==> config.mk <==
export PLATFORM = sky130hd
export DESIGN_NAME = flash_host_ctl
export DESIGN_NICKNAME = d
export VERILOG_FILES = /design/src/include/flash_ctl_pkg.sv /design/src/hdl/bus_cycle_engine.sv /design/src/hdl/flash_host_ctl.sv
export VERILOG_INCLUDE_DIRS = /design/src /design/src/include
export SDC_FILE = /design/constraint.sdc
export NUM_CORES = 1
export LEC_CHECK = 0
export ABC_CLOCK_PERIOD_IN_PS = 4500
export BUFFER_PORTS_ARGS = -buffer_cell sky130_fd_sc_hd__buf_2
export CAP_MARGIN = 20
export CORE_AREA = 4 4 162 164
export DETAILED_ROUTE_END_ITERATION = 12
export DIE_AREA = 0 0 166 168
export GPL_TIMING_DRIVEN = 1
export SYNTH_ARGS = -nofsm -noshare
export SYNTH_HDL_FRONTEND = slang
export SYNTH_HIERARCHICAL = 1
export SYNTH_SLANG_ARGS = --single-unit
export TNS_END_PERCENT = 50
==> constraint.sdc <==
create_clock -name sys_clk -period 4.5 [get_ports sys_clk]
set_input_delay 0.9 -clock sys_clk [delete_from_list [all_inputs] [get_ports sys_clk]]
set_output_delay 0.9 -clock sys_clk [all_outputs]
set_load 0.03 [all_outputs]
==> src/include/flash_ctl_consts.svh <==
`ifndef FLASH_CTL_CONSTS_SVH
`define FLASH_CTL_CONSTS_SVH

`define FL_AW          19
`define FL_DW          16
`define TIMER_W        21

`define ADDR_UNLOCK1   19'h05555
`define ADDR_UNLOCK2   19'h02AAA
`define ADDR_ANY       19'h00000

`define CODE_AA        16'h00AA
`define CODE_55        16'h0055
`define CODE_PROG      16'h00A0
`define CODE_ERASE     16'h0080
`define CODE_SECTOR    16'h0030
`define CODE_BLOCK     16'h0050
`define CODE_CHIP      16'h0010
`define CODE_ID        16'h0090
`define CODE_QUERY     16'h0098
`define CODE_EXIT      16'h00F0
`define ERASED_BIT     1'h1

`define STEP_0         3'h0
`define STEP_1         3'h1
`define STEP_2         3'h2
`define STEP_3         3'h3
`define STEP_4         3'h4
`define STEP_5         3'h5

`define POLL_BIT       7
`define TOGGLE_BIT     6
`define CONFIRM_N      2'h2

`define CLK_NS         100
`define WE_PULSE_NS    5
`define RD_CYCLE_NS    90
`define SYNC_STAGES    2
`define PROG_MAX_NS    20000
`define ERASE_MAX_MS   200
`define NS_PER_MS      1000000

`define WE_CYC         ((`WE_PULSE_NS + `CLK_NS - 1) / `CLK_NS)
`define RD_CYC         ((`RD_CYCLE_NS + `CLK_NS - 1) / `CLK_NS + `SYNC_STAGES)
`define PROG_CYC       (`PROG_MAX_NS / `CLK_NS)
`define ERASE_CYC      (`ERASE_MAX_MS * `NS_PER_MS / `CLK_NS)

`endif

==> src/include/flash_ctl_pkg.sv <==
`include "flash_ctl_consts.svh"

package flash_ctl_pkg;

    typedef enum logic [2:0] {
        OP_READ         = 3'h0,
        OP_PROGRAM      = 3'h1,
        OP_SECTOR_ERASE = 3'h2,
        OP_BLOCK_ERASE  = 3'h3,
        OP_CHIP_ERASE   = 3'h4,
        OP_ID_ENTRY     = 3'h5,
        OP_QUERY_ENTRY  = 3'h6,
        OP_MODE_EXIT    = 3'h7
    } flash_op_e;

    typedef struct packed {
        logic                  write;
        logic [`FL_AW-1:0]     addr;
        logic [`FL_DW-1:0]     data;
    } cyc_s;

    typedef struct packed {
        logic                  ce_n;
        logic                  oe_n;
        logic                  we_n;
        logic [`FL_AW-1:0]     addr;
        logic [`FL_DW-1:0]     dq_out;
        logic                  dq_oe_n;
    } pins_s;

    typedef enum logic [1:0] {
        E_IDLE  = 2'b00,
        E_SETUP = 2'b01,
        E_ACT   = 2'b10,
        E_HOLD  = 2'b11
    } eng_state_e;

    typedef struct packed {
        eng_state_e            st;
        logic                  wr;
        logic [1:0]            cnt;
        logic                  ack;
        logic [`FL_DW-1:0]     rd_data;
        logic [`FL_DW-1:0]     sync1;
        logic [`FL_DW-1:0]     sync2;
        pins_s                 pins;
    } eng_s;

    typedef enum logic [1:0] {
        T_IDLE  = 2'b00,
        T_ISSUE = 2'b01,
        T_WAIT  = 2'b10
    } top_state_e;

    typedef struct packed {
        top_state_e            st;
        flash_op_e             op;
        logic [`FL_AW-1:0]     addr;
        logic [`FL_DW-1:0]     data;
        logic [2:0]            idx;
        logic                  polling;
        logic                  req_valid;
        cyc_s                  req;
        logic [1:0]            good;
        logic                  last6;
        logic                  have_last;
        logic [`TIMER_W-1:0]   timer;
        logic                  ready;
        logic                  done;
        logic [`FL_DW-1:0]     rdata;
        logic                  timed_out;
    } top_s;

endpackage

==> src/hdl/bus_cycle_engine.sv <==
`timescale 1ns/100ps
`include "flash_ctl_consts.svh"

module bus_cycle_engine (
    // clock and reset
    input  wire logic                  sys_clk,
    input  wire logic                  rst_n,
    // cycle request
    input  wire logic                  req_valid,
    input  flash_ctl_pkg::cyc_s        req,
    output logic                       ack,
    output logic [`FL_DW-1:0]          rd_data,
    // flash pins
    output flash_ctl_pkg::pins_s       pins,
    input  wire logic [`FL_DW-1:0]     dq_in
);

    flash_ctl_pkg::eng_s q;
    flash_ctl_pkg::eng_s d;

    always_comb begin
        d       = q;
        d.ack   = 1'b0;
        d.sync1 = dq_in;
        d.sync2 = q.sync1;
        case (q.st)
            flash_ctl_pkg::E_IDLE: begin
                if (req_valid) begin
                    // address and data settle a cycle before any strobe falls
                    d.pins.addr    = req.addr;
                    d.pins.dq_out  = req.data;
                    d.pins.dq_oe_n = ~req.write;
                    d.wr           = req.write;
                    d.st           = flash_ctl_pkg::E_SETUP;
                end
            end
            flash_ctl_pkg::E_SETUP: begin
                d.pins.ce_n = 1'b0;
                if (q.wr) begin
                    d.pins.we_n = 1'b0;
                    d.cnt       = 2'(`WE_CYC - 1);
                end else begin
                    d.pins.oe_n = 1'b0;
                    d.cnt       = 2'(`RD_CYC - 1);
                end
                d.st = flash_ctl_pkg::E_ACT;
            end
            flash_ctl_pkg::E_ACT: begin
                if (q.cnt == 2'h0) begin
                    if (!q.wr) begin
                        d.rd_data = q.sync2;
                    end
                    d.pins.ce_n = 1'b1;
                    d.pins.we_n = 1'b1;
                    d.pins.oe_n = 1'b1;
                    d.st        = flash_ctl_pkg::E_HOLD;
                end else begin
                    d.cnt = q.cnt - 2'h1;
                end
            end
            flash_ctl_pkg::E_HOLD: begin
                // data held past the strobe rise, released one cycle later
                d.pins.dq_oe_n = 1'b1;
                d.ack          = 1'b1;
                d.st           = flash_ctl_pkg::E_IDLE;
            end
            default: begin
                d.st = flash_ctl_pkg::E_IDLE;
            end
        endcase
    end

    always_ff @(posedge sys_clk or negedge rst_n) begin
        if (!rst_n) begin
            q              <= '0;
            q.st           <= flash_ctl_pkg::E_IDLE;
            q.pins.ce_n    <= 1'b1;
            q.pins.oe_n    <= 1'b1;
            q.pins.we_n    <= 1'b1;
            q.pins.dq_oe_n <= 1'b1;
        end else begin
            q <= d;
        end
    end

    assign ack     = q.ack;
    assign rd_data = q.rd_data;
    assign pins    = q.pins;

    a_strobe_excl: assert property (@(posedge sys_clk) disable iff (!rst_n)
        !q.pins.we_n |-> (q.pins.oe_n && !q.pins.ce_n && !q.pins.dq_oe_n))
        else $error("write strobe without chip select or with output enable");

    a_write_hold: assert property (@(posedge sys_clk) disable iff (!rst_n)
        $rose(q.pins.we_n) |-> ($stable(q.pins.addr) && $stable(q.pins.dq_out)
                                && !q.pins.dq_oe_n))
        else $error("address or data moved at write strobe rise");

endmodule

==> src/hdl/flash_host_ctl.sv <==
`timescale 1ns/100ps
`include "flash_ctl_consts.svh"

module flash_host_ctl #(
    parameter int unsigned ERASE_LIMIT = `ERASE_CYC
) (
    // clock and reset
    input  wire logic                  sys_clk,
    input  wire logic                  rst_n,
    // user command port
    input  wire logic                  cmd_valid,
    input  flash_ctl_pkg::flash_op_e   cmd_op,
    input  wire logic [`FL_AW-1:0]     cmd_addr,
    input  wire logic [`FL_DW-1:0]     cmd_data,
    output logic                       cmd_ready,
    output logic                       done,
    output logic [`FL_DW-1:0]          rd_word,
    output logic                       timed_out,
    // flash pins
    output flash_ctl_pkg::pins_s       flash_pins,
    input  wire logic [`FL_DW-1:0]     flash_dq_in
);

    flash_ctl_pkg::top_s q;
    flash_ctl_pkg::top_s d;
    logic                eng_ack;
    logic [`FL_DW-1:0]   eng_rd;
    logic                is_last;
    logic                is_write_op;
    logic                exp7;
    logic                status_ok;

    function automatic logic [2:0] last_step(input flash_ctl_pkg::flash_op_e op);
        case (op)
            flash_ctl_pkg::OP_PROGRAM:     last_step = `STEP_3;
            flash_ctl_pkg::OP_ID_ENTRY,
            flash_ctl_pkg::OP_QUERY_ENTRY: last_step = `STEP_2;
            flash_ctl_pkg::OP_SECTOR_ERASE,
            flash_ctl_pkg::OP_BLOCK_ERASE,
            flash_ctl_pkg::OP_CHIP_ERASE:  last_step = `STEP_5;
            default:                       last_step = `STEP_0;
        endcase
    endfunction

    function automatic flash_ctl_pkg::cyc_s step(input flash_ctl_pkg::flash_op_e op,
                                                 input logic [2:0]          i,
                                                 input logic [`FL_AW-1:0]   a,
                                                 input logic [`FL_DW-1:0]   v);
        step = '{write: 1'b1, addr: `ADDR_UNLOCK1, data: `CODE_AA};
        case (op)
            flash_ctl_pkg::OP_READ: begin
                step = '{write: 1'b0, addr: a, data: '0};
            end
            flash_ctl_pkg::OP_MODE_EXIT: begin
                step = '{write: 1'b1, addr: `ADDR_ANY, data: `CODE_EXIT};
            end
            default: begin
                case (i)
                    `STEP_1, `STEP_4: step = '{write: 1'b1, addr: `ADDR_UNLOCK2,
                                               data: `CODE_55};
                    `STEP_2: begin
                        case (op)
                            flash_ctl_pkg::OP_PROGRAM:     step.data = `CODE_PROG;
                            flash_ctl_pkg::OP_ID_ENTRY:    step.data = `CODE_ID;
                            flash_ctl_pkg::OP_QUERY_ENTRY: step.data = `CODE_QUERY;
                            default:                       step.data = `CODE_ERASE;
                        endcase
                    end
                    `STEP_3: begin
                        if (op == flash_ctl_pkg::OP_PROGRAM) begin
                            step = '{write: 1'b1, addr: a, data: v};
                        end
                    end
                    `STEP_5: begin
                        case (op)
                            flash_ctl_pkg::OP_SECTOR_ERASE:
                                step = '{write: 1'b1, addr: a, data: `CODE_SECTOR};
                            flash_ctl_pkg::OP_BLOCK_ERASE:
                                step = '{write: 1'b1, addr: a, data: `CODE_BLOCK};
                            default:
                                step = '{write: 1'b1, addr: `ADDR_UNLOCK1,
                                         data: `CODE_CHIP};
                        endcase
                    end
                    default: begin
                        step = '{write: 1'b1, addr: `ADDR_UNLOCK1, data: `CODE_AA};
                    end
                endcase
            end
        endcase
    endfunction

    bus_cycle_engine u_engine (
        .sys_clk   (sys_clk),
        .rst_n     (rst_n),
        .req_valid (q.req_valid),
        .req       (q.req),
        .ack       (eng_ack),
        .rd_data   (eng_rd),
        .pins      (flash_pins),
        .dq_in     (flash_dq_in)
    );

    assign is_last     = (q.idx == last_step(q.op));
    assign is_write_op = (q.op == flash_ctl_pkg::OP_PROGRAM) ||
                         (q.op == flash_ctl_pkg::OP_SECTOR_ERASE) ||
                         (q.op == flash_ctl_pkg::OP_BLOCK_ERASE) ||
                         (q.op == flash_ctl_pkg::OP_CHIP_ERASE);
    // erase finishes with the poll bit high, program with the true data bit
    assign exp7        = (q.op == flash_ctl_pkg::OP_PROGRAM) ? q.data[`POLL_BIT] : `ERASED_BIT;
    // a read counts only when both status bits agree the device is ready
    assign status_ok   = (eng_rd[`POLL_BIT] == exp7) && q.have_last &&
                         (eng_rd[`TOGGLE_BIT] == q.last6);

    always_comb begin
        d           = q;
        d.req_valid = 1'b0;
        d.done      = 1'b0;
        case (q.st)
            flash_ctl_pkg::T_IDLE: begin
                if (cmd_valid) begin
                    // refused until the running command ends
                    d.op        = cmd_op;
                    d.addr      = cmd_addr;
                    d.data      = cmd_data;
                    d.idx       = `STEP_0;
                    d.polling   = 1'b0;
                    d.timed_out = 1'b0;
                    d.ready     = 1'b0;
                    d.st        = flash_ctl_pkg::T_ISSUE;
                end
            end
            flash_ctl_pkg::T_ISSUE: begin
                d.req_valid = 1'b1;
                d.req       = q.polling ? flash_ctl_pkg::cyc_s'{write: 1'b0, addr: q.addr,
                                                                data: '0}
                                        : step(q.op, q.idx, q.addr, q.data);
                d.st        = flash_ctl_pkg::T_WAIT;
            end
            flash_ctl_pkg::T_WAIT: begin
                if (q.polling && q.timer != '0) begin
                    d.timer = q.timer - `TIMER_W'(1);
                end
                if (eng_ack) begin
                    d.st = flash_ctl_pkg::T_ISSUE;
                    if (q.polling) begin
                        d.last6     = eng_rd[`TOGGLE_BIT];
                        d.have_last = 1'b1;
                        if (status_ok && q.good == `CONFIRM_N) begin
                            d.done  = 1'b1;
                            d.rdata = eng_rd;
                            d.ready = 1'b1;
                            d.st    = flash_ctl_pkg::T_IDLE;
                        end else if (q.timer == '0) begin
                            d.done      = 1'b1;
                            d.timed_out = 1'b1;
                            d.rdata     = eng_rd;
                            d.ready     = 1'b1;
                            d.st        = flash_ctl_pkg::T_IDLE;
                        end else begin
                            d.good = status_ok ? q.good + 2'h1 : 2'h0;
                        end
                    end else if (!is_last) begin
                        d.idx = q.idx + 3'h1;
                    end else if (is_write_op) begin
                        // status is valid only after the launching write
                        d.polling   = 1'b1;
                        d.good      = 2'h0;
                        d.have_last = 1'b0;
                        d.timer     = (q.op == flash_ctl_pkg::OP_PROGRAM) ?
                                      `TIMER_W'(`PROG_CYC) : `TIMER_W'(ERASE_LIMIT);
                    end else begin
                        d.done  = 1'b1;
                        d.rdata = eng_rd;
                        d.ready = 1'b1;
                        d.st    = flash_ctl_pkg::T_IDLE;
                    end
                end
            end
            default: begin
                d.st = flash_ctl_pkg::T_IDLE;
            end
        endcase
    end

    always_ff @(posedge sys_clk or negedge rst_n) begin
        if (!rst_n) begin
            q       <= '0;
            q.st    <= flash_ctl_pkg::T_IDLE;
            q.ready <= 1'b1;
        end else begin
            q <= d;
        end
    end

    assign cmd_ready = q.ready;
    assign done      = q.done;
    assign rd_word   = q.rdata;
    assign timed_out = q.timed_out;

    a_unlock_first: assert property (@(posedge sys_clk) disable iff (!rst_n)
        (q.req_valid && !q.polling && q.idx == `STEP_0 && q.op != flash_ctl_pkg::OP_READ
         && q.op != flash_ctl_pkg::OP_MODE_EXIT)
        |-> (q.req.addr == `ADDR_UNLOCK1 && q.req.data == `CODE_AA))
        else $error("first unlock write wrong");

    a_unlock_second: assert property (@(posedge sys_clk) disable iff (!rst_n)
        (q.req_valid && !q.polling && (q.idx == `STEP_1 || q.idx == `STEP_4))
        |-> (q.req.addr == `ADDR_UNLOCK2 && q.req.data == `CODE_55 && q.req.write))
        else $error("second unlock write wrong");

    a_block_code: assert property (@(posedge sys_clk) disable iff (!rst_n)
        (q.req_valid && !q.polling && q.idx == `STEP_5
         && q.op == flash_ctl_pkg::OP_BLOCK_ERASE)
        |-> (q.req.data == `CODE_BLOCK && q.req.addr == q.addr))
        else $error("block erase final write wrong");

    a_chip_code: assert property (@(posedge sys_clk) disable iff (!rst_n)
        (q.req_valid && !q.polling && q.idx == `STEP_5
         && q.op == flash_ctl_pkg::OP_CHIP_ERASE)
        |-> (q.req.data == `CODE_CHIP && q.req.addr == `ADDR_UNLOCK1))
        else $error("chip erase final write wrong");

    a_query_code: assert property (@(posedge sys_clk) disable iff (!rst_n)
        (q.req_valid && q.idx == `STEP_2 && q.op == flash_ctl_pkg::OP_QUERY_ENTRY)
        |-> (q.req.data == `CODE_QUERY && q.req.addr == `ADDR_UNLOCK1)
        ##1 (!q.req_valid [*3])) 
        else $error("query entry write wrong");

    a_exit_code: assert property (@(posedge sys_clk) disable iff (!rst_n)
        (q.req_valid && q.op == flash_ctl_pkg::OP_MODE_EXIT)
        |-> (q.req.write && q.req.data == `CODE_EXIT))
        else $error("exit command wrong");

    a_erase_length: assert property (@(posedge sys_clk) disable iff (!rst_n)
        ($rose(q.polling) && q.op != flash_ctl_pkg::OP_PROGRAM) |-> $past(q.idx) == `STEP_5)
        else $error("erase launched before sixth write");

    a_poll_confirm: assert property (@(posedge sys_clk) disable iff (!rst_n)
        (q.done && q.polling && !q.timed_out) |-> $past(q.good) == `CONFIRM_N)
        else $error("completion taken without two confirming rereads");

    a_busy_refuse: assert property (@(posedge sys_clk) disable iff (!rst_n)
        (q.st != flash_ctl_pkg::T_IDLE) |-> !q.ready)
        else $error("ready raised while a command runs");

endmodule

==> out/metrics.yaml <==
worst_setup_path:
  cpMostUsedCell: "a211oi_1"
  critPathBufInv: 0
  slowest_delay_ps: 660
  critical_path_class: "flip-flop to flip-flop"
  cp-start-kind: "flip-flop"
  crit_chain: "nand2b_1 -> a211oi_1 -> a211oi_1 -> nor3_1 -> nor2_4 -> mux2_2"
  cp.required_ps: 4890
  critPathMaxFanout: 19
  critPathTopFamily: "simple AND/OR/NAND/NOR gates"
  arrival_ps: 3250
  crit_path_end_kind: "flip-flop"
  reg2reg_slack_ps: 1640
  cp_slowest_cell: "dfrtp_1"
clock_tree:
  postCtsSetupBuffers: 0
  clock-sinks: 218
  htreeDepth: 1
  postCtsHoldBufs: 0
  root_buffer: "clkbuf_16"
  clk_path_buf_depth: 3
  cts_buffers: 23
  insertion_delay_ps: 510
  post_cts_resized: 0
  cts_tree: "done"
  clk_pin_slew_ps: 60
power_and_ir_drop:
  p_leak_nw: 5.45
  cellPowerDensity_mw_per_mm2: 417
  peakVddDrop_mv: 0.234
timing:
  worst_slew_pin_slew_ps: 927
  fin_skew_ps: 11.4
  fin_setup_tns_ps: 0
  worst_slack_ps: 1640
  rsz0062_at_grt: "false"
  relSlewSlack_pct: 38.0
  timing.fmax_mhz: 349
  setup_viol: 0
  report.final.slew_viol_count: 0
  hold_viol: 0
  timing.final.crit_share_pct: 63.6
  fin_crit_ps: 2860
global_route:
  grt_max_degree: 97
  grt_usage_pct: 13.9
  antenna_found_initial: 1
  grt_first_pass_wirelength_mm: 32.7
  first_global_vias: 6244
  grt_overflow: 0
synthesis:
  synth.distinct_cells: 71
  synth_edf_count: 0
  avgSynthCellArea_sq_um: 10.9
  synthFlopType: "dfrtp_1"
  ys_warn_count: 6
  syn_nets: 967
  synth_top_cell_area_share_pct: 54.3
  ys_seq_elements: 218
  yosysMostFrequentCell: "dfrtp_1"
  netlist_area_sq_mm: 0.00981
  ys_seq_area_share_pct: 55.7
  synth_top_area_cell: "dfrtp_1"
  synthCells: 896
  synth_common_cells: "dfrtp_1 (213), nand2_1 (164), buf_4 (71)"
  yosys-top-cells-area: "dfrtp_1 (54%), mux2_2 (7.7%), nand2_1 (6.3%)"
  async_flop_share_pct: 100
floorplanning:
  dieArea_sq_mm: 0.0279
  initial_core_util_pct: 39.4
  pin_count: 115
  rows: 58
  die_width_microns: 166
  die_y_microns: 168
  core_area_sq_mm: 0.0249
placed_design:
  place_congestion: 0.837
  pre_cts_ws_ps: 1580
  portBuffers: 114
  dp_hpwl_mm: 13.4
worst_hold_path:
  min_path_type: "flip-flop to flip-flop"
drt:
  num_vias: 6357
  drt-total-wl_mm: 19.9
  drtPass1Iterations: 5
  viasPerCell: 5.00
  post_drt_wl_per_cell_microns: 15.7
  dr.first_iter.drc_count: 435
  ant_nets: 0
  drcViolationCount: 0
finish:
  register_area_sq_mm: 0.00546
  drive_above_1_share_pct: 27.3
  multi_input_area_sq_mm: 0.00349
  n_fill_cell: 2386
  fin_nets: 996
  antenna_cells: 0
  area_growth_pct: 11.1
status:
  status: "complete, no violations"
flow_run:
  maxCapViolations: 0
==> metal layers <==
layer  global-route usage [%]  vias up  part of all wire (%)
met4                     3.01        2                   1.5
li1                         -     3064                     -
met1                     18.9     3142                    45
met5                        0        -                 0.035
met3                     2.23       26                   4.6
met2                     23.5      123                    49
==> cells by family (layout without fill, tap and decap cells) <==
kind of cell	after synthesis	after routing	share of synthesized area, %
mux	79	79	9.33
fa+ha+maj	14	14	1.79
compound gates	145	145	9.57
buf+inv	137	183	8.70
xor+xnor	14	14	1.25
flops	218	218	55.7
simple gates	289	289	13.7
==> final timing paths <==
check | start | to | cells after the start
max | q[122]$_DFFE_PN0P_ | rd_word[3]$_DFFE_PN0P_ | 6
min | u_engine/d[47]$_DFF_PN0_ | u_engine/q[47]$_DFF_PN0_ | 0
max reg2reg | q[122]$_DFFE_PN0P_ | rd_word[3]$_DFFE_PN0P_ | 6
min reg2reg | u_engine/d[47]$_DFF_PN0_ | u_engine/q[47]$_DFF_PN0_ | 0
max in group asynchronous | rst_n | u_engine/pins[36]$_DFFE_PN1P_ | 2
min in group asynchronous | rst_n | rd_word[3]$_DFFE_PN0P_ | 1
==> layout make-up <==
type | count | share of cell area [%]
clock buffer | 35 | 6.61
clock inverter | 7 | 0.907
inverter | 23 | 0.792
multi-input combinational | 541 | 32.1
sequential | 218 | 50.1
tap | 330 | 3.79
timing repair buffer | 118 | 5.72
==> power by group <==
group | internal [mW] | switching, mW
clock | 1.22 | 0.775
sequential | 2.04 | 0.0491
combinational | 0.193 | 0.258
total | 3.46 | 1.08
==> per-stage QoR <==
stage / instance area, sq um / power [mW] / std cells / utilization [%] / hold slack [ps]
after floorplan: 9810 / 2.47 / 896 / - / 331
after global placement: 10100 / 2.57 / 1230 / 40.5 / 332
after detailed placement: 10100 / 2.58 / 1230 / 40.5 / 335
after CTS: 10900 / 4.61 / 1272 / 43.8 / 348
after global routing: 10900 / 4.74 / 1272 / 43.8 / 354
final: 10900 / 4.54 / 1272 / 43.8 / 344
==> sequential cells by signal, indices dropped and copies added, names as in the netlist <==
signal / count
q: 106
u_engine/d: 16
done: 1
u_engine/rd_data: 16
cmd_ready: 1
rd_word: 16
u_engine/pins: 39
u_engine/ack: 1
u_engine/q: 21
timed_out: 1
==> placed cells by master (no fill, tap or decap), types with 10 or more instances in the layout <==
master,n
dfrtp_1,213
nand2_1,164
buf_2,113
mux2_2,67
o21ai_0,45
a21oi_1,39
nor2_1,31
inv_1,23
clkbuf_16,23
nand3_1,16
nor3_1,15
ha_1,14
a22o_1,11
clkbuf_8,10
(Power assumes the default switching activity.)
